**src/psi_pkg.sv**
```systemverilog
// psi_pkg: register indices, field positions and reset values for the
// power-state interrupt group. assumes a 32-bit apb with word registers.
package psi_pkg;
  // register indices; byte address is four times the index
  localparam logic [15:0] PSI_STAT_IDX      = 16'h4012;
  localparam logic [15:0] PSI_MASK_IDX      = 16'h401a;
  localparam logic [15:0] PSI_PRIM_MASK_IDX = 16'h4020;
  // secondary event bit positions
  localparam int PSI_BIT_ACTIVE = 0;
  localparam int PSI_BIT_LOW    = 1;
  localparam int PSI_BIT_POR    = 2;
  localparam int PSI_NUM_EV     = 3;
  // primary mask bit positions
  localparam int PSI_BIT_UV = 0;
  localparam int PSI_BIT_HC = 1;
  // reset values: everything masked, status clear
  localparam logic [2:0] PSI_MASK_RST      = 3'h7;
  localparam logic [1:0] PSI_PRIM_MASK_RST = 2'h3;
  localparam logic [2:0] PSI_STAT_RST      = 3'h0;
endpackage : psi_pkg

```
**src/psi_ctrl.sv**
```systemverilog
// psi_ctrl: power-state secondary interrupt group with apb register access.
// assumes event inputs synchronous to sys_clk and a well-behaved apb master.
//
// Design decision made here: the APB slave port.
`timescale 1ns/1ns
module psi_ctrl
  import psi_pkg::*;
#(
  parameter int ADDR_W = 18
) (
  // clock and reset
  input  wire logic              sys_clk,
  input  wire logic              rst,
  // apb slave
  input  wire logic              psel,
  input  wire logic              penable,
  input  wire logic              pwrite,
  input  wire logic [ADDR_W-1:0] paddr,
  input  wire logic [31:0]       pwdata,
  output logic                   pready,
  output logic [31:0]            prdata,
  output logic                   pslverr,
  // power-state event sources
  input  wire logic              por_event,
  input  wire logic              enter_low_event,
  input  wire logic              enter_active_event,
  // other primary sources, levels
  input  wire logic              high_current_src,
  input  wire logic              undervoltage_src,
  // interrupt outputs
  output logic                   power_state_primary_irq,
  output logic                   high_current_irq,
  output logic                   undervoltage_irq,
  output logic                   irq
);

  logic [2:0]  ev_ff;
  logic [2:0]  ev_prev_ff;
  logic [2:0]  rise;
  logic [2:0]  stat_ff;
  logic [2:0]  nxt_stat;
  logic [2:0]  mask_ff;
  logic [1:0]  prim_mask_ff;
  logic        pready_ff;
  logic [31:0] prdata_ff;
  logic        pslverr_ff;
  logic        ps_irq_ff;
  logic        hc_irq_ff;
  logic        uv_irq_ff;
  logic        irq_ff;
  logic        acc;
  logic        wr_en;
  logic        hit_stat;
  logic        hit_mask;
  logic        hit_prim;
  logic        hit_any;
  logic        wr_stat;
  logic        pend;
  logic [15:0] idx;
  logic        aligned;

  // register address decode
  assign idx      = paddr[17:2];
  assign aligned  = (paddr[1:0] == 2'h0);
  assign hit_stat = aligned && (idx == PSI_STAT_IDX);
  assign hit_mask = aligned && (idx == PSI_MASK_IDX);
  assign hit_prim = aligned && (idx == PSI_PRIM_MASK_IDX);
  assign hit_any  = hit_stat || hit_mask || hit_prim;
  // access phase, answered one cycle after it opens
  assign acc      = psel && penable && !pready_ff;
  assign wr_en    = psel && penable && pready_ff && pwrite;
  assign wr_stat  = wr_en && hit_stat;

  always_ff @(posedge sys_clk or posedge rst) begin
    if (rst) begin
      ev_ff      <= 3'h0;
      ev_prev_ff <= 3'h0;
    end else begin
      ev_ff[PSI_BIT_POR]    <= por_event;
      ev_ff[PSI_BIT_LOW]    <= enter_low_event;
      ev_ff[PSI_BIT_ACTIVE] <= enter_active_event;
      ev_prev_ff            <= ev_ff;
    end
  end

  assign rise = ev_ff & ~ev_prev_ff;

  // status next value; a new edge wins over a same-cycle clear
  always_comb begin
    nxt_stat = stat_ff;
    if (wr_stat) begin
      nxt_stat = stat_ff & ~pwdata[2:0];
    end
    nxt_stat = nxt_stat | rise;
  end

  // status register
  always_ff @(posedge sys_clk or posedge rst) begin
    if (rst) begin
      stat_ff <= PSI_STAT_RST;
    end else begin
      stat_ff <= nxt_stat;
    end
  end

  always_ff @(posedge sys_clk or posedge rst) begin
    if (rst) begin
      mask_ff      <= PSI_MASK_RST;
      prim_mask_ff <= PSI_PRIM_MASK_RST;
    end else begin
      if (wr_en && hit_mask) begin
        mask_ff <= pwdata[2:0];
      end
      if (wr_en && hit_prim) begin
        prim_mask_ff <= pwdata[1:0];
      end
    end
  end

  // apb answer; unmapped addresses give slverr and zero data
  always_ff @(posedge sys_clk or posedge rst) begin
    if (rst) begin
      pready_ff  <= 1'b0;
      prdata_ff  <= 32'h0;
      pslverr_ff <= 1'b0;
    end else begin
      pready_ff  <= acc;
      pslverr_ff <= acc && !hit_any;
      prdata_ff  <= 32'h0;
      if (acc && !pwrite) begin
        if (hit_stat) begin
          prdata_ff <= {29'h0, stat_ff};
        end else if (hit_mask) begin
          prdata_ff <= {29'h0, mask_ff};
        end else if (hit_prim) begin
          prdata_ff <= {30'h0, prim_mask_ff};
        end
      end
    end
  end

  assign pend = |(stat_ff & ~mask_ff);

  // interrupt outputs, registered so they are glitch-free
  always_ff @(posedge sys_clk or posedge rst) begin
    if (rst) begin
      ps_irq_ff <= 1'b0;
      hc_irq_ff <= 1'b0;
      uv_irq_ff <= 1'b0;
      irq_ff    <= 1'b0;
    end else begin
      ps_irq_ff <= pend;
      hc_irq_ff <= high_current_src && !prim_mask_ff[PSI_BIT_HC];
      uv_irq_ff <= undervoltage_src && !prim_mask_ff[PSI_BIT_UV];
      irq_ff    <= pend
                   || (high_current_src && !prim_mask_ff[PSI_BIT_HC])
                   || (undervoltage_src && !prim_mask_ff[PSI_BIT_UV]);
    end
  end

  assign pready                  = pready_ff;
  assign prdata                  = prdata_ff;
  assign pslverr                 = pslverr_ff;
  assign power_state_primary_irq = ps_irq_ff;
  assign high_current_irq        = hc_irq_ff;
  assign undervoltage_irq        = uv_irq_ff;
  assign irq                     = irq_ff;

  // checks on event capture, status clear, masks, irq outputs and apb answer
  property p_por_set;
    @(posedge sys_clk) disable iff (rst)
    (ev_ff[2] && !ev_prev_ff[2]) |=> stat_ff[2];
  endproperty
  a_por_set: assert property (p_por_set)
    else $error("por edge did not set status");

  property p_low_set;
    @(posedge sys_clk) disable iff (rst)
    $rose(ev_ff[1]) |=> stat_ff[1];
  endproperty
  a_low_set: assert property (p_low_set)
    else $error("low-state edge did not set status");

  property p_act_set;
    @(posedge sys_clk) disable iff (rst)
    enter_active_event ##1 !enter_active_event ##1 enter_active_event
      |=> ##1 stat_ff[0];
  endproperty
  a_act_set: assert property (p_act_set)
    else $error("active-state edge did not set status");

  property p_masked_poll;
    @(posedge sys_clk) disable iff (rst)
    (rise[2] && mask_ff[2]) |=> stat_ff[2];
  endproperty
  a_masked_poll: assert property (p_masked_poll)
    else $error("masked event not visible in status");

  property p_w1c;
    @(posedge sys_clk) disable iff (rst)
    (wr_stat && pwdata[0] && !rise[0]) |=> !stat_ff[0];
  endproperty
  a_w1c: assert property (p_w1c)
    else $error("write one did not clear status");

  property p_w0_keep;
    @(posedge sys_clk) disable iff (rst)
    (wr_stat && pwdata[2:0] == 3'h0 && rise == 3'h0)
      |=> stat_ff == $past(stat_ff);
  endproperty
  a_w0_keep: assert property (p_w0_keep)
    else $error("write zero changed status");

  property p_mask_write;
    @(posedge sys_clk) disable iff (rst)
    (wr_en && hit_mask) |=> mask_ff == $past(pwdata[2:0]);
  endproperty
  a_mask_write: assert property (p_mask_write)
    else $error("mask register did not take write");

  property p_mask_reset;
    @(posedge sys_clk)
    $fell(rst) |-> mask_ff == PSI_MASK_RST
                   && prim_mask_ff == PSI_PRIM_MASK_RST;
  endproperty
  a_mask_reset: assert property (p_mask_reset)
    else $error("masks not set after reset");

  property p_prim_mask;
    @(posedge sys_clk) disable iff (rst)
    prim_mask_ff[1] |=> !high_current_irq;
  endproperty
  a_prim_mask: assert property (p_prim_mask)
    else $error("masked high-current irq raised");

  property p_irq_level;
    @(posedge sys_clk) disable iff (rst)
    (pend |=> power_state_primary_irq) and
    (!pend |=> !power_state_primary_irq);
  endproperty
  a_irq_level: assert property (p_irq_level)
    else $error("primary irq does not follow pending");

  property p_all_masked;
    @(posedge sys_clk) disable iff (rst)
    (mask_ff == 3'h7) [*2] |-> !power_state_primary_irq;
  endproperty
  a_all_masked: assert property (p_all_masked)
    else $error("irq raised while fully masked");

  property p_answer;
    @(posedge sys_clk) disable iff (rst)
    (psel && penable && !pready) |=> pready;
  endproperty
  a_answer: assert property (p_answer) // apb one wait state
    else $error("apb access not answered in one cycle");

  // an unmasked rise reaches the primary irq two edges later
  property p_ps_source;
    @(posedge sys_clk) disable iff (rst)
    (|(rise & ~mask_ff) && !(wr_en && hit_mask))
      |=> ##1 power_state_primary_irq;
  endproperty
  a_ps_source: assert property (p_ps_source)
    else $error("unmasked event did not raise primary irq");

  property p_uv_mask;
    @(posedge sys_clk) disable iff (rst)
    prim_mask_ff[PSI_BIT_UV] |=> !undervoltage_irq;
  endproperty
  a_uv_mask: assert property (p_uv_mask)
    else $error("masked undervoltage irq raised");

  // pin rise to status, through both local samples
  property p_por_pin;
    @(posedge sys_clk) disable iff (rst)
    $rose(por_event) |=> ##1 stat_ff[PSI_BIT_POR];
  endproperty
  a_por_pin: assert property (p_por_pin)
    else $error("por pin rise not captured");

  // no status bit may drop unless a status write happens
  property p_stat_hold;
    @(posedge sys_clk) disable iff (rst)
    !wr_stat |=> (stat_ff & $past(stat_ff)) == $past(stat_ff);
  endproperty
  a_stat_hold: assert property (p_stat_hold)
    else $error("status bit dropped without a clear");

  property p_slverr;
    @(posedge sys_clk) disable iff (rst)
    (psel && penable && !pready && !hit_any) |=> pslverr;
  endproperty
  a_slverr: assert property (p_slverr) // apb error answer
    else $error("unmapped access not flagged");

endmodule : psi_ctrl

```
**config.mk**
```make
export PLATFORM = sky130hd
export DESIGN_NAME = psi_ctrl
export DESIGN_NICKNAME = d
export VERILOG_FILES = /design/src/psi_pkg.sv /design/src/psi_ctrl.sv
export SDC_FILE = /design/constraint.sdc
export NUM_CORES = 1
export LEC_CHECK = 0
export BUFFER_PORTS_ARGS = -buffer_cell sky130_fd_sc_hd__buf_2
export CORE_MARGIN = 3
export CORE_UTILIZATION = 38
export DETAILED_ROUTE_END_ITERATION = 7
export GPL_TIMING_DRIVEN = 0
export PLACE_DENSITY = 0.76
export RECOVER_POWER = 100
export SYNTH_ARGS = -nofsm -noshare
export SYNTH_HDL_FRONTEND = slang
export SYNTH_SLANG_ARGS = --single-unit
```
**constraint.sdc**
```tcl
create_clock -name sys_clk -period 1.8 [get_ports sys_clk]
set_input_delay 0.27 -clock sys_clk [delete_from_list [all_inputs] [get_ports sys_clk]]
set_output_delay 0.27 -clock sys_clk [all_outputs]
set_load 0.01 [all_outputs]
```
# Word-level counts from Yosys, hierarchy flattened
# Cells that the tools add are included.
# totals
regBits	52
in_bits	60
out_inout_bits	38
word_cells	52
# op_classes
eq_ne	3
mux	5
bitwise	7
n_reduce_logical	25
# ops
cell	count
16-bit by 15-bit equality test with 1-bit output (second input constant)	3
1-bit logical AND	14
3-bit 2-to-1 mux	4
3-bit bitwise AND	3
3-bit NOT	3
1-bit logical NOT	5
1-bit logical OR	4
3-bit OR	1
3-bit OR reduction	1
2-bit logical NOT	1
2-bit 2-to-1 mux	1

# Depth between registers and ports, before layout
# Gate-level depths: netlist of run 1.
# logic_depth
ltp_word	6
mapped_depth	4
mapped_depth_nobuf	4

# Worst setup path after synthesis of run 1
# OpenSTA, ideal clock, no wires.
# synth_path
path_type	input to register
start	input port paddr[8]
end	register mask_ff[0]
setup_ns	0.082
arrival_time_ns	1.790
required_time_ns	1.718
slack_ns	-0.073
path_stages	4
n_path_buf	0
cell_sequence	or4_4 -> nor4_1 -> and4_1 -> mux2_2
# synth_between
elab_chain_len	3
# synth_rtl
element	line	rtl
start, declared	psi_ctrl.sv:18	input wire logic [ADDR_W-1:0] paddr,
16-bit by 15-bit equality test with 1-bit output	psi_ctrl.sv:66	assign hit_mask = aligned && (idx == PSI_MASK_IDX);
1-bit logical AND	psi_ctrl.sv:66	
1-bit logical AND	psi_ctrl.sv:111	if (wr_en && hit_mask) begin
end signal, assigned	psi_ctrl.sv:112	mask_ff <= pwdata[2:0];
end, declared	psi_ctrl.sv:42	logic [2:0] mask_ff;
# No other way between the ends.
# A chain may end at the register's enable or synchronous reset.

# Worst setup path in the final report of run 1
# layout_path
start	input port paddr[8]
end	register prdata_ff[2] (netlist: prdata[2])
# layout_between
elab_chain_len	5
elab_cells_between_ends	7
cone_classes	eq/ne: 2; mux: 3; reduce/logical: 2
# layout_rtl
element	line	rtl
16-bit by 15-bit equality test with 1-bit output	psi_ctrl.sv:66	
1-bit logical AND	psi_ctrl.sv:66	
3-bit 2-to-1 mux	psi_ctrl.sv:133	end else if (hit_mask) begin
3-bit 2-to-1 mux (*)	psi_ctrl.sv:131	if (hit_stat) begin
3-bit 2-to-1 mux (*)	psi_ctrl.sv:130	if (acc && !pwrite) begin
end signal, assigned	psi_ctrl.sv:132	prdata_ff <= {29'h0, stat_ff};
end signal, assigned	psi_ctrl.sv:134	prdata_ff <= {29'h0, mask_ff};
end signal, assigned	psi_ctrl.sv:136	prdata_ff <= {30'h0, prim_mask_ff};
end, declared	psi_ctrl.sv:45	logic [31:0] prdata_ff;
# Every way passes the cells marked *; elsewhere a longest branch is shown, timed or not.

==> summary by stage, run 1 <==
Setup path
The worst register-to-register path has a depth of 4. The data arrival at the endpoint of the critical path is a little under 2 ns. The worst setup path is launched from an input port. The family with the most delay on the worst path is simple AND/OR/NAND/NOR gates.

The critical path goes through buf_2 -> or4_4 -> or4_1 -> nor4_2 -> and3_2. The startpoint identified for the worst register-to-register timing path is pready. The register-to-register path setup slack is 0.37 ns.

The launching instance or port of the critical path is paddr[8]. The worst-path cell with the longest stage delay is sky130_fd_sc_hd__or4_4. The maximum fanout along the worst path is 3. Data on the critical path is required at its endpoint by 2.06 ns.

The kind of critical path is in2reg. The capturing element type of the critical path is a flip-flop. The worst stage delay on the critical path is 0.55 ns. The total buffers and inverters traversed by the critical path is 1. The path length in cells of the critical path is 5.

STA
Setup total negative slack on the finished layout was measured at 0 ns. Setup slack closes at roughly 0.10 ns. The number of endpoints with negative hold slack in the final report is 0. Headroom to the max-slew limit came out at 44.4%. The maximum clock frequency is 589 MHz. The final-report setup violation count is 0. The worst hold slack after final layout is 0.0517 ns. Setup repair after global routing left no endpoint under its margin. At the pin with the least slew margin, the transition time is 0.834 ns. On the final layout, the worst clock skew is between 0.004 and 0.005 ns. The max-slew violation count is 0. The clock period minus worst slack is 1.70 ns. The share of the clock period used by the worst path after layout is 94.3%.

Routing
Dividing the detail-routed via count by the number of cells gives 4.04. After detailed routing, the number of remaining DRC violations is 0. In the final routed layout, each cell accounts on average for 10.7 um. The wire length after detailed routing is 2340 um. The detail route stage leaves a number of antenna-violating nets equal to 0. The DRC marker count from the first detailed-route iteration is 20.

The first detailed-routing pass ran for 4 iterations. The via total after detailed routing is 884.

Clocking
The clock transition at the registers of the reported paths is 0.12 ns. Counting the buffers created by CTS gives 3. The clock tree from TritonCTS is done. The post-CTS repair timing setup buffer count is 0.

CTS placed an instance of sky130_fd_sc_hd__clkbuf_4 at the clock tree root. The number of instances resized during post-cts repair is 0. Clock tree synthesis found a total of 23 sinks. In this run, post-CTS hold repair placed 0 buffers. In this run the number of H-tree levels came out at 1. For the worst-skew pair, the clock arrives at the later sink with an insertion delay of 0.31 ns. The maximum clock insertion buffer count is 2.

Floorplan
From left edge to right edge, the die measures 61.9 um. The initial utilization of the core area, before any placement, comes to 41.3%. The total core area is roughly 0.0029 sq mm.

The row count is 19. The number of ports placed on the die boundary is 98. The height of the chip is 61.9 um. The overall die area is 0.00384 sq mm.

Min path
The path class of the lowest-slack min-delay path is in2reg. The start point of the worst hold path is enter_active_event. The number of cells on the worst hold path is 1.

Logic synthesis
The most area-hungry cell type in the Yosys netlist is sky130_fd_sc_hd__dfrtp_1. The total number of yosys warnings is 0. By area the synthesized netlist is led by sky130_fd_sc_hd__dfrtp_1 (38%), sky130_fd_sc_hd__buf_4 (18%), sky130_fd_sc_hd__dfstp_2 (11%), sky130_fd_sc_hd__mux2_2 (4.7%), sky130_fd_sc_hd__a221o_1 (2.5%).

The count of cell types in the netlist is 27. Yosys mapped a number of flops with a built-in enable equal to 0. The share of synthesized area in the top cell type comes to between 30 and 40%. A synthesized cell averages about 11 sq um. Of the synthesized area, sequential elements account for 48.9%. The mapped cell area is approximately 0.0012 sq mm. The number of standard cells after synthesis is 106.

In the synthesized netlist the async set-or-reset flop fraction comes to 100%. The flip-flop and latch count after synthesis is 23. The top flip-flop cell by instance count after synthesis is sky130_fd_sc_hd__dfrtp_1.

Layout
The layout-stage area growth over the synthesis result is 30.6%. The number of nets in the layout is about 240. The final core utilization is 54.0%.

The number of antenna repair diodes is 0. The number of non-filler instances in the completed layout is between 200 and 250. The finished cells cover 0.00155 sq mm.

The total of fill cells in the finished design is 278. The fraction of final layout cells with drive strength greater than 1 is 42.4%.

Placement
After detailed placement, the total cell area comes to ~0.0016 sq mm. At the placement stage, the worst setup path has a slack of -0.186 ns. Routability-driven placement finished with a final weighted congestion of around 0.83. The sum of net half-perimeters after detailed placement is between 2000 and 2500 um. The number of placed instances, taps included, is roughly 220. Buffers placed on the I/O ports in this run total 39.

GRT
The number of global-route vias before repair came to 809. The first global-routing pass estimated 3400 um of wire. The sum of overflow across all layers after global routing is 0. The overall fraction of global-route tracks in use is 12.2%. The number of antenna violations at the first check in global routing was 0. Entering global routing, the biggest net connects 24 pins.

Flow run
The number of violations of the max-capacitance limit is 0.

Run status
The run finished with clean final reports.

Power and ir drop
The power per unit of standard cell area is 591 mW/mm^2. The analysis attributes to cell leakage a power of 0.841 nW. After layout, the design draws a total of 918 uW. Across the VDD grid, the largest voltage drop is about 0.30 mV.
## worst reg2reg max path: stages, from the launching register on
cell,delay [ns]
sky130_fd_sc_hd__dfrtp_1,0.43
sky130_fd_sc_hd__nand2_1,0.11
sky130_fd_sc_hd__nor4_4,0.18
sky130_fd_sc_hd__and4_1,0.30
sky130_fd_sc_hd__mux2_2,0.36
## power breakdown
part | internal, mW | total, mW | leakage [nW] | switching, mW
sequential | 0.528 | 0.533 | 0.258 | 0.00498
combinational | 0.0752 | 0.149 | 0.566 | 0.0735
clock | 0.0831 | 0.236 | 0.0177 | 0.153
total | 0.686 | 0.918 | 0.841 | 0.232
## cell families (layout without fill, tap and decap cells)
family / count (synthesis) / in the layout / share of synthesized area (%)
AOI/OAI and AO/OA: 10 / 10 / 7.47
buffers and inverters: 36 / 79 / 20.5
DFF: 23 / 23 / 48.9
muxes: 5 / 5 / 4.74
other: 1 / 29 / 0.315
and+or+nand+nor: 31 / 31 / 18.0
## state kept, by name, summed over array words and instances, names as in the netlist
register                 flops
undervoltage_irq             1
ev_prev_ff                   3
power_state_primary_irq      1
prdata                       3
prim_mask_ff                 2
high_current_irq             1
pslverr                      1
mask_ff                      3
pready                       1
ev_ff                        3
irq                          1
stat_ff                      3
## cells in the final DEF (no fill, tap or decap), drive strengths merged
master	instances
o211a	2
mux2	5
nor4	3
nand4bb	1
inv	7
a22o	2
o21ai	1
nor2b	3
a221o	3
nand2	3
clkbuf	12
nand3	2
buf	59
dfstp	5
clkinv	1
o21a	1
conb	29
o221ai	1
or3	2
and4	1
nand2b	5
nor2	6
or2	1
or4b	1
or4	2
and3	1
dfrtp	18
## Yosys cell counts (2+ instances only)
cell and n:
sky130_fd_sc_hd__a221o_1 3, sky130_fd_sc_hd__dfrtp_1 18, sky130_fd_sc_hd__or4_4 2, sky130_fd_sc_hd__o211a_1 2
sky130_fd_sc_hd__nor4_1 2, sky130_fd_sc_hd__nor2b_1 3, sky130_fd_sc_hd__a22o_1 2, sky130_fd_sc_hd__nor2_1 6
sky130_fd_sc_hd__inv_1 7, sky130_fd_sc_hd__nand2b_1 4, sky130_fd_sc_hd__or3_1 2, sky130_fd_sc_hd__nand2_1 3
sky130_fd_sc_hd__mux2_2 5, sky130_fd_sc_hd__dfstp_2 5, sky130_fd_sc_hd__buf_4 29, sky130_fd_sc_hd__nand3_1 2
## path summary, 6_finish.rpt
check | end
max | prdata[2]
min in group asynchronous | undervoltage_irq
max in group asynchronous | ev_ff[1]
min reg2reg | ev_prev_ff[1]
min | ev_ff[0]
max reg2reg | mask_ff[0]
## layer usage
layer  share of wire [%]  global-route usage [%]  vias to the layer above
met1                  37                    14.8                      393
met5                   0                       0                        -
met2                  54                    20.9                       44
met3                 8.2                    3.31                        4
met4                0.68                    3.94                        0
li1                    -                       -                      443
## cell type report
cell class / count / area, sq um / share of cell area, %
Clock inverter: 1 / 5.00 / 0.322
Inverter: 7 / 26.3 / 1.69
Multi-Input combinational cell: 75 / 463 / 29.8
Sequential cell: 23 / 582 / 37.5
Tap cell: 42 / 52.6 / 3.38
Clock buffer: 3 / 22.5 / 1.45
Buffer: 29 / 218 / 14.0
Timing Repair Buffer: 39 / 184 / 11.8
(Power assumes the default switching activity.)
==> run 2, diff against run 1 <==
- PLACE_DENSITY: 0.76 -> default
- PLACE_DENSITY_LB_ADDON: default -> 0.15
- REMOVE_ABC_BUFFERS: default -> 1
==> run 2 against run 1 <==
Non-clock buffer count is 29 lower. Core utilization down 7.6 points. First-iteration DRC count shrank 40%. Die area unchanged. Critical path depth did not move. Final cell count down 13%. Hold slack better by 0.017 ns. Largest power group unchanged. Highest routed layer unchanged.
==> summary by stage, run 2 (same netlist as run 1, synthesis figures left out) <==
Run status
The run finished with clean final reports.

Power and ir drop
Net switching is between 20% and 30% of the power. The completed layout was analyzed and its total power is 855 uW. Cell internal power was estimated by the tool at 649 uW. Power spread over the standard cell area amounts to ~640 mW/mm^2. The power share of the clock group is 26.1%.

The proportion of power drawn by flip-flops and latches is just over 60%. The net switching power is a little over 200 uW. In this run, the combinational gates consume 11.5% of the power. The static leakage power is 0.672 nW.

The largest voltage drop on the vdd net is 0.541 mV.

STA
The final worst setup slack is 0.0575 ns. The maximum clock frequency is roughly 570 MHz. The number of endpoints with negative hold slack in the final report is 0. Setup violations remaining at the end of the flow were counted as 0. The clock period minus worst slack is between 1.5 and 2 ns. The relative slew slack is 44.5%.

The max-slew violation count was 0. The share of the clock period used by the worst path after layout is 96.8%. At the pin with the least slew margin, the transition time is approximately 0.83 ns. Setup repair after global routing left no endpoint under its margin. Across the routed clock network, the largest skew measured is 0.000407 ns.

GRT
The first global-routing pass estimated 3310 um of wire. Across every metal layer, demand over resource in global routing totals 11.8%. The number of antenna violations at the first check in global routing is 0. The sum of overflow across all layers after global routing is 0. Entering global routing, the biggest net connects 24 pins.

The number of global-route vias before repair is 756.

Routing
The final layout contains routed wiring with a total length of around 2000 um. For this run, design rule violations remaining after detail routing come to 0. The routed wire length per instance is roughly 11 um. The via total after detailed routing is a little under 800. The top routing layer in use is met4.

The post-route met1 wirelength is 793 um. The routed design uses approximately 170 um of met3 wire. The first routing iteration left 12 violations. The routed wire length on met2 is 1020 um. The first-pass detailed-route iteration total is 3.

The antenna violation net count after detailed routing is 0. In the routed layout, each cell is associated on average with a via count of 4.16.

Floorplan
During I/O placement, the number of pins put on the boundary was a little under 100. The die covers 0.00384 sq mm. The floorplan step defined a core boundary enclosing 0.00288 sq mm. The effective utilization at floorplan is 41.3%. The height of the chip is 61.9 um. The horizontal extent of the die is ~62 um. In this run the core area contains 19 standard-cell rows.

Min path
Along the worst hold path, the cell count comes to 1. The path class of the lowest-slack min-delay path is in2reg. In this run the most critical hold path is launched from enter_active_event. The worst hold path terminates at ev_ff[0].

Setup path
For the worst setup path, the data required time is 2.00 ns. The launch point of the worst reg-to-reg path is pready. The maximum fanout along the worst path is 3. The data arrival at the endpoint of the critical path is 1.94 ns. The startpoint kind of the worst setup timing path is an input port. Setup slack on the worst reg-to-reg path comes out at about 0.30 ns. The kind of critical path is in2reg. The worst setup path is captured at a flip-flop.

The endpoint of the lowest-slack register-to-register path is mask_ff[2]. The length in cells of the worst reg-to-reg path is 4.

Clocking
The number of hold buffers added after CTS was 0. Counting along the longest clock path gives a buffer depth of 2. After clock tree synthesis, the setup repair step added 0 buffers. CTS built an H-tree with a depth of 1. The clock drives 23 sinks. The master cell of the clock root buffer is sky130_fd_sc_hd__clkbuf_4. The number of CTS-inserted buffers is 3. TritonCTS built the clock tree. The clock transition at the registers of the reported paths is 0.11 ns. At the later pin of the worst-skew pair, clock insertion delay measures 0.30 ns.

The number of instances resized during post-cts repair is 1.

Layout
The number of non-filler instances in the completed layout is 190. The area taken by flip-flops and latches is about 580 sq um. The number of nets in the layout is ~210.

The layout-stage area growth over the synthesis result is 12.2%. The total of fill cells in the finished design is 289. In the layout the commonest cells are sky130_fd_sc_hd__buf_2 (30), sky130_fd_sc_hd__conb_1 (29), sky130_fd_sc_hd__dfrtp_1 (18).

The leading cell type in the layout, fill and taps excluded is sky130_fd_sc_hd__buf_2. The area used by multi-input combinational logic is 463 sq um. The number of antenna repair diodes is 0. The fraction of final layout cells with drive strength greater than 1 is 31.1%.

Placement
Once placement completed, the tool counted placed cells totaling 186. Prior to clock tree synthesis, the placed netlist has a worst setup slack of -0.347 ns. The number of input and output port buffers inserted is 39.

The weighted congestion reported at the end of routability-driven placement is 0.771. The HPWL after detailed placement is about 1700 um.

Flow run
The number of violations of the max-capacitance limit is 0.
[run 2: worst max-delay path, cell delays in order]
cell,delay (ns)
sky130_fd_sc_hd__buf_2,0.10
sky130_fd_sc_hd__or4_4,0.53
sky130_fd_sc_hd__or4_1,0.63
sky130_fd_sc_hd__nand2b_1,0.21
sky130_fd_sc_hd__o211a_1,0.21
[run 2: per-layer routing]
| layer | global-route usage [%] | up-vias |
|---|---|---|
| li1 | - | 385 |
| met1 | 13.0 | 363 |
| met2 | 21.7 | 40 |
| met3 | 3.72 | 2 |
| met4 | 3.64 | 0 |
| met5 | 0 | - |
[run 2: stage by stage]
stage               setup TNS (ns)  util (%)  hold slack, ns  area [sq um]
CTS                              0      47.2          0.0585          1360
global placement             -2.63      46.0           0.363          1320
floorplan                   -0.252         -           0.268          1080
finish                           0      46.4          0.0690          1330
global route                     0      46.4          0.0423          1330
detailed placement           -2.74      46.0           0.368          1320
[run 2: how the worst max path moves through the flow]
stage	from	endpoint	cells past startpoint
after floorplan	paddr[8]	mask_ff[0]	4
after global placement	paddr[8]	mask_ff[0]	5
after detailed placement	paddr[8]	mask_ff[2]	5
after CTS	paddr[8]	mask_ff[2]	5
after global routing	paddr[8]	prdata[1]	5
final	paddr[8]	prdata[1]	5
[run 2: cell type report]
type,instances,share of cell area [%]
clock buffers,4,1.97
repair buffers,39,13.8
inverters,7,1.97
multi-input cells,75,34.7
well taps,42,3.94
flip-flops and latches,23,43.6
[run 2: power by group through the flow]
stage                     Clock [mW]  Combinational, mW  Sequential [mW]
after floorplan                    0             0.0520            0.545
after global placement             0             0.0980            0.543
after detailed placement           0             0.0998            0.543
after CTS                      0.237              0.100            0.534
after global routing           0.257              0.116            0.536
final                          0.223             0.0987            0.533
==> run 3, diff against run 2 <==
- BUFFER_PORTS_ARGS: -buffer_cell sky130_fd_sc_hd__buf_2 -> default
- CELL_PAD_IN_SITES_DETAIL_PLACEMENT: default -> 1
- CELL_PAD_IN_SITES_GLOBAL_PLACEMENT: default -> 1
- CORE_UTILIZATION: 38 -> 42
- DONT_BUFFER_PORTS: default -> 1
==> run 3 against run 2 <==
Final cell count fell by 25%. Critical endpoint is now prdata[0]. Clock skew increased by 0.0020 ns. Sequential cell count unchanged. Sequential share of layout area is 6.5 points higher. Highest routed layer unchanged. First-iteration DRC count shrank 58%. Power is 3.3% lower. Sequential power barely moved. Worst setup slack gained 0.062 ns. Largest cell class unchanged. Combinational power down 36%. Cell area decreased by 13%. Die area is 8.6% lower. Largest power group unchanged.
==> summary by stage, run 3 (same netlist as run 1, synthesis figures left out) <==
Routing
For this block, the initial DRC count from the detailed router was 5. The average via count per standard cell is roughly 4.8. In the routed design, unresolved DRC markers number 0. In the final routed layout, each cell accounts on average for 14.1 um.

Wires add up to approximately 2000 um. For this run, the detailed router's first-pass iteration total came to 4. The via total after detailed routing is between 600 and 700. In this run the remaining antenna-violating nets after routing total 0.

Placement
The post-place setup slack is -0.229 ns. In this run the tool buffered the top-level ports with 0 buffer cells. Summed over all nets, the half-perimeter wirelength after detailed placement is 1660 um.

The weighted congestion reported at the end of routability-driven placement is 0.720. After detailed placement, the design holds a cell count of 135.

Setup path
The startpoint kind of the worst setup timing path is an input port. The kind of critical path is in2reg. The launching instance or port of the critical path is paddr[8]. The data required time at the worst endpoint is approximately 2.0 ns. For the worst setup path, the data arrival time is 1.88 ns. The capturing element type of the critical path is a flip-flop.

Along the worst path, the maximum fanout reaches 3. The launch point of the worst reg-to-reg path is pready.

STA
The maximum clock frequency is 595 MHz. The worst hold slack after final layout is ~0.0055 ns. The relative slew slack is 44.8%. The final-report setup violation count is 0. The share of the clock period used by the worst path after layout is 93.4%. The max-slew violation count came to 0. Setup slack closes at 0.119 ns. The smallest clock period supported by the final layout is computed as about 1.7 ns. Setup repair after global routing left no endpoint under its margin. The final setup skew is 0.00245 ns. At the pin with the least slew margin, the transition time is 0.827 ns. The number of endpoints with negative hold slack in the final report is 0.

Clocking
The clock transition at the registers of the reported paths is roughly 0.11 ns. The sink count of the clock tree is 23. The number of CTS-inserted buffers is 3. The clock tree from TritonCTS is done. Clock latency on the worst-skew pair, taken at its later pin, is 0.30 ns. The number of levels in the clock H-tree is 1.

The maximum clock insertion buffer count is 2. The tree is rooted in a sky130_fd_sc_hd__clkbuf_4.

GRT
The overall fraction of global-route tracks in use is about an eighth. The first-pass GRT wire length is about 3100 um. The number of antenna violations at the first check in global routing is 0. The pin count of the biggest net entering global routing is 24. The number of global-route vias before repair came to 714. The sum of overflow across all layers after global routing is 0.

Floorplan
In this run the core area contains 18 standard-cell rows. The die covers 0.00350 sq mm. The height of the chip is 59.2 um.

Pin placement for this block handled 98 I/O pins. The core region is about 0.0026 sq mm. For this configuration, the core starts out at a cell density of 45.9%. The horizontal extent of the die is roughly 59 um.

Power and ir drop
The analysis attributes to net switching a power of 198 uW. The part of the total power dissipated in combinational logic is 7.7%. The internal cell power is 629 uW.

In this run switching power makes up between 20% and 30% of total power. Sequential cells burn approximately two thirds of the power. The power per unit of standard cell area is 712 mW/mm^2. The power share of the clock group is 27.5%. In this run the static leakage power is 0.555 nW.

The largest voltage drop on the vdd net is 0.482 mV.

Layout
The layout-stage area growth over the synthesis result is -2.32%. The area used by multi-input combinational logic is 459 sq um. The total of fill cells in the finished design is 301. The leading cell type in the layout, fill and taps excluded is sky130_fd_sc_hd__conb_1. The area taken by flip-flops and latches is 582 sq um.

The number of antenna diodes in the final layout is 0. At the end of the flow, the number of nets in the layout was 173. After the flow finishes, the layout carries non-filler instances totaling 142.

Leaving out fill and tap cells, the most frequent cells in the layout are sky130_fd_sc_hd__conb_1 (29), sky130_fd_sc_hd__dfrtp_1 (18), sky130_fd_sc_hd__inv_1 (7). The fraction of final layout cells with drive strength greater than 1 is 12.5%.

Run status
The run finished with clean final reports.

Flow run
The tool flagged a number of max-cap violations equal to 0.

Min path
The path class of the lowest-slack min-delay path is in2async.
-- run 3: worst paths after layout --
path                                      end  slack [ns]  cells after the start
worst max register to register     mask_ff[2]        0.24                      4
max in group asynchronous          stat_ff[0]        1.29                      1
worst max-delay path                prdata[0]        0.12                      4
worst min register to register  ev_prev_ff[0]        0.39                      0
worst min-delay path                  pslverr       0.005                      1
min in group sys_clk               mask_ff[0]        0.11                      1
-- run 3: power groups by stage --
stage	Combinational [mW]	Sequential, mW	Clock (mW)
3_5_place_dp	0.0577	0.547	0
6_report	0.0633	0.536	0.227
3_3_place_gp	0.0568	0.546	0
5_1_grt	0.0729	0.538	0.260
4_1_cts	0.0626	0.537	0.244
2_1_floorplan	0.0520	0.545	0
-- run 3: cell type report --
type                            instances  area share, %
Clock buffer                            4           2.26
Inverter                                7           2.26
Multi-Input combinational cell         75           39.5
Sequential cell                        23           50.1
Tap cell                               30           3.23
Timing Repair Buffer                    3           2.59
-- run 3: timing repair --
item / 4_1_cts / 5_1_grt
buffers inserted: 0 / 0
setup endpoints to repair: 0 / 6
resized for setup: 0 / 1
hold buffers: 3 / 0
endpoints found under the hold margin: 3 / 0
-- run 3: routing by layer --
| metal | GRT usage (%) | up-vias | share of wire [%] |
|---|---|---|---|
| li1 | - | 311 | - |
| met2 | 22.0 | 42 | 53 |
| met1 | 11.7 | 324 | 35 |
| met5 | 0 | - | 0 |
| met3 | 5.23 | 2 | 10 |
| met4 | 2.91 | 0 | 0.65 |
-- run 3: stage by stage --
stage | area (sq um) | total power [mW] | utilization [%] | TNS, ns
6_report | 1160 | 0.827 | 44.8 | 0
3_5_place_dp | 1110 | 0.604 | 43.0 | -1.62
5_1_grt | 1160 | 0.871 | 44.8 | 0
3_3_place_gp | 1110 | 0.603 | 43.0 | -1.42
4_1_cts | 1170 | 0.844 | 45.2 | 0
2_1_floorplan | 1080 | 0.597 | - | -0.252
-- run 3: worst max-delay path, cell delays in order --
cell,delay [ns]
sky130_fd_sc_hd__or4_1,0.56
sky130_fd_sc_hd__or4_1,0.63
sky130_fd_sc_hd__nand2b_1,0.21
sky130_fd_sc_hd__o211a_1,0.22
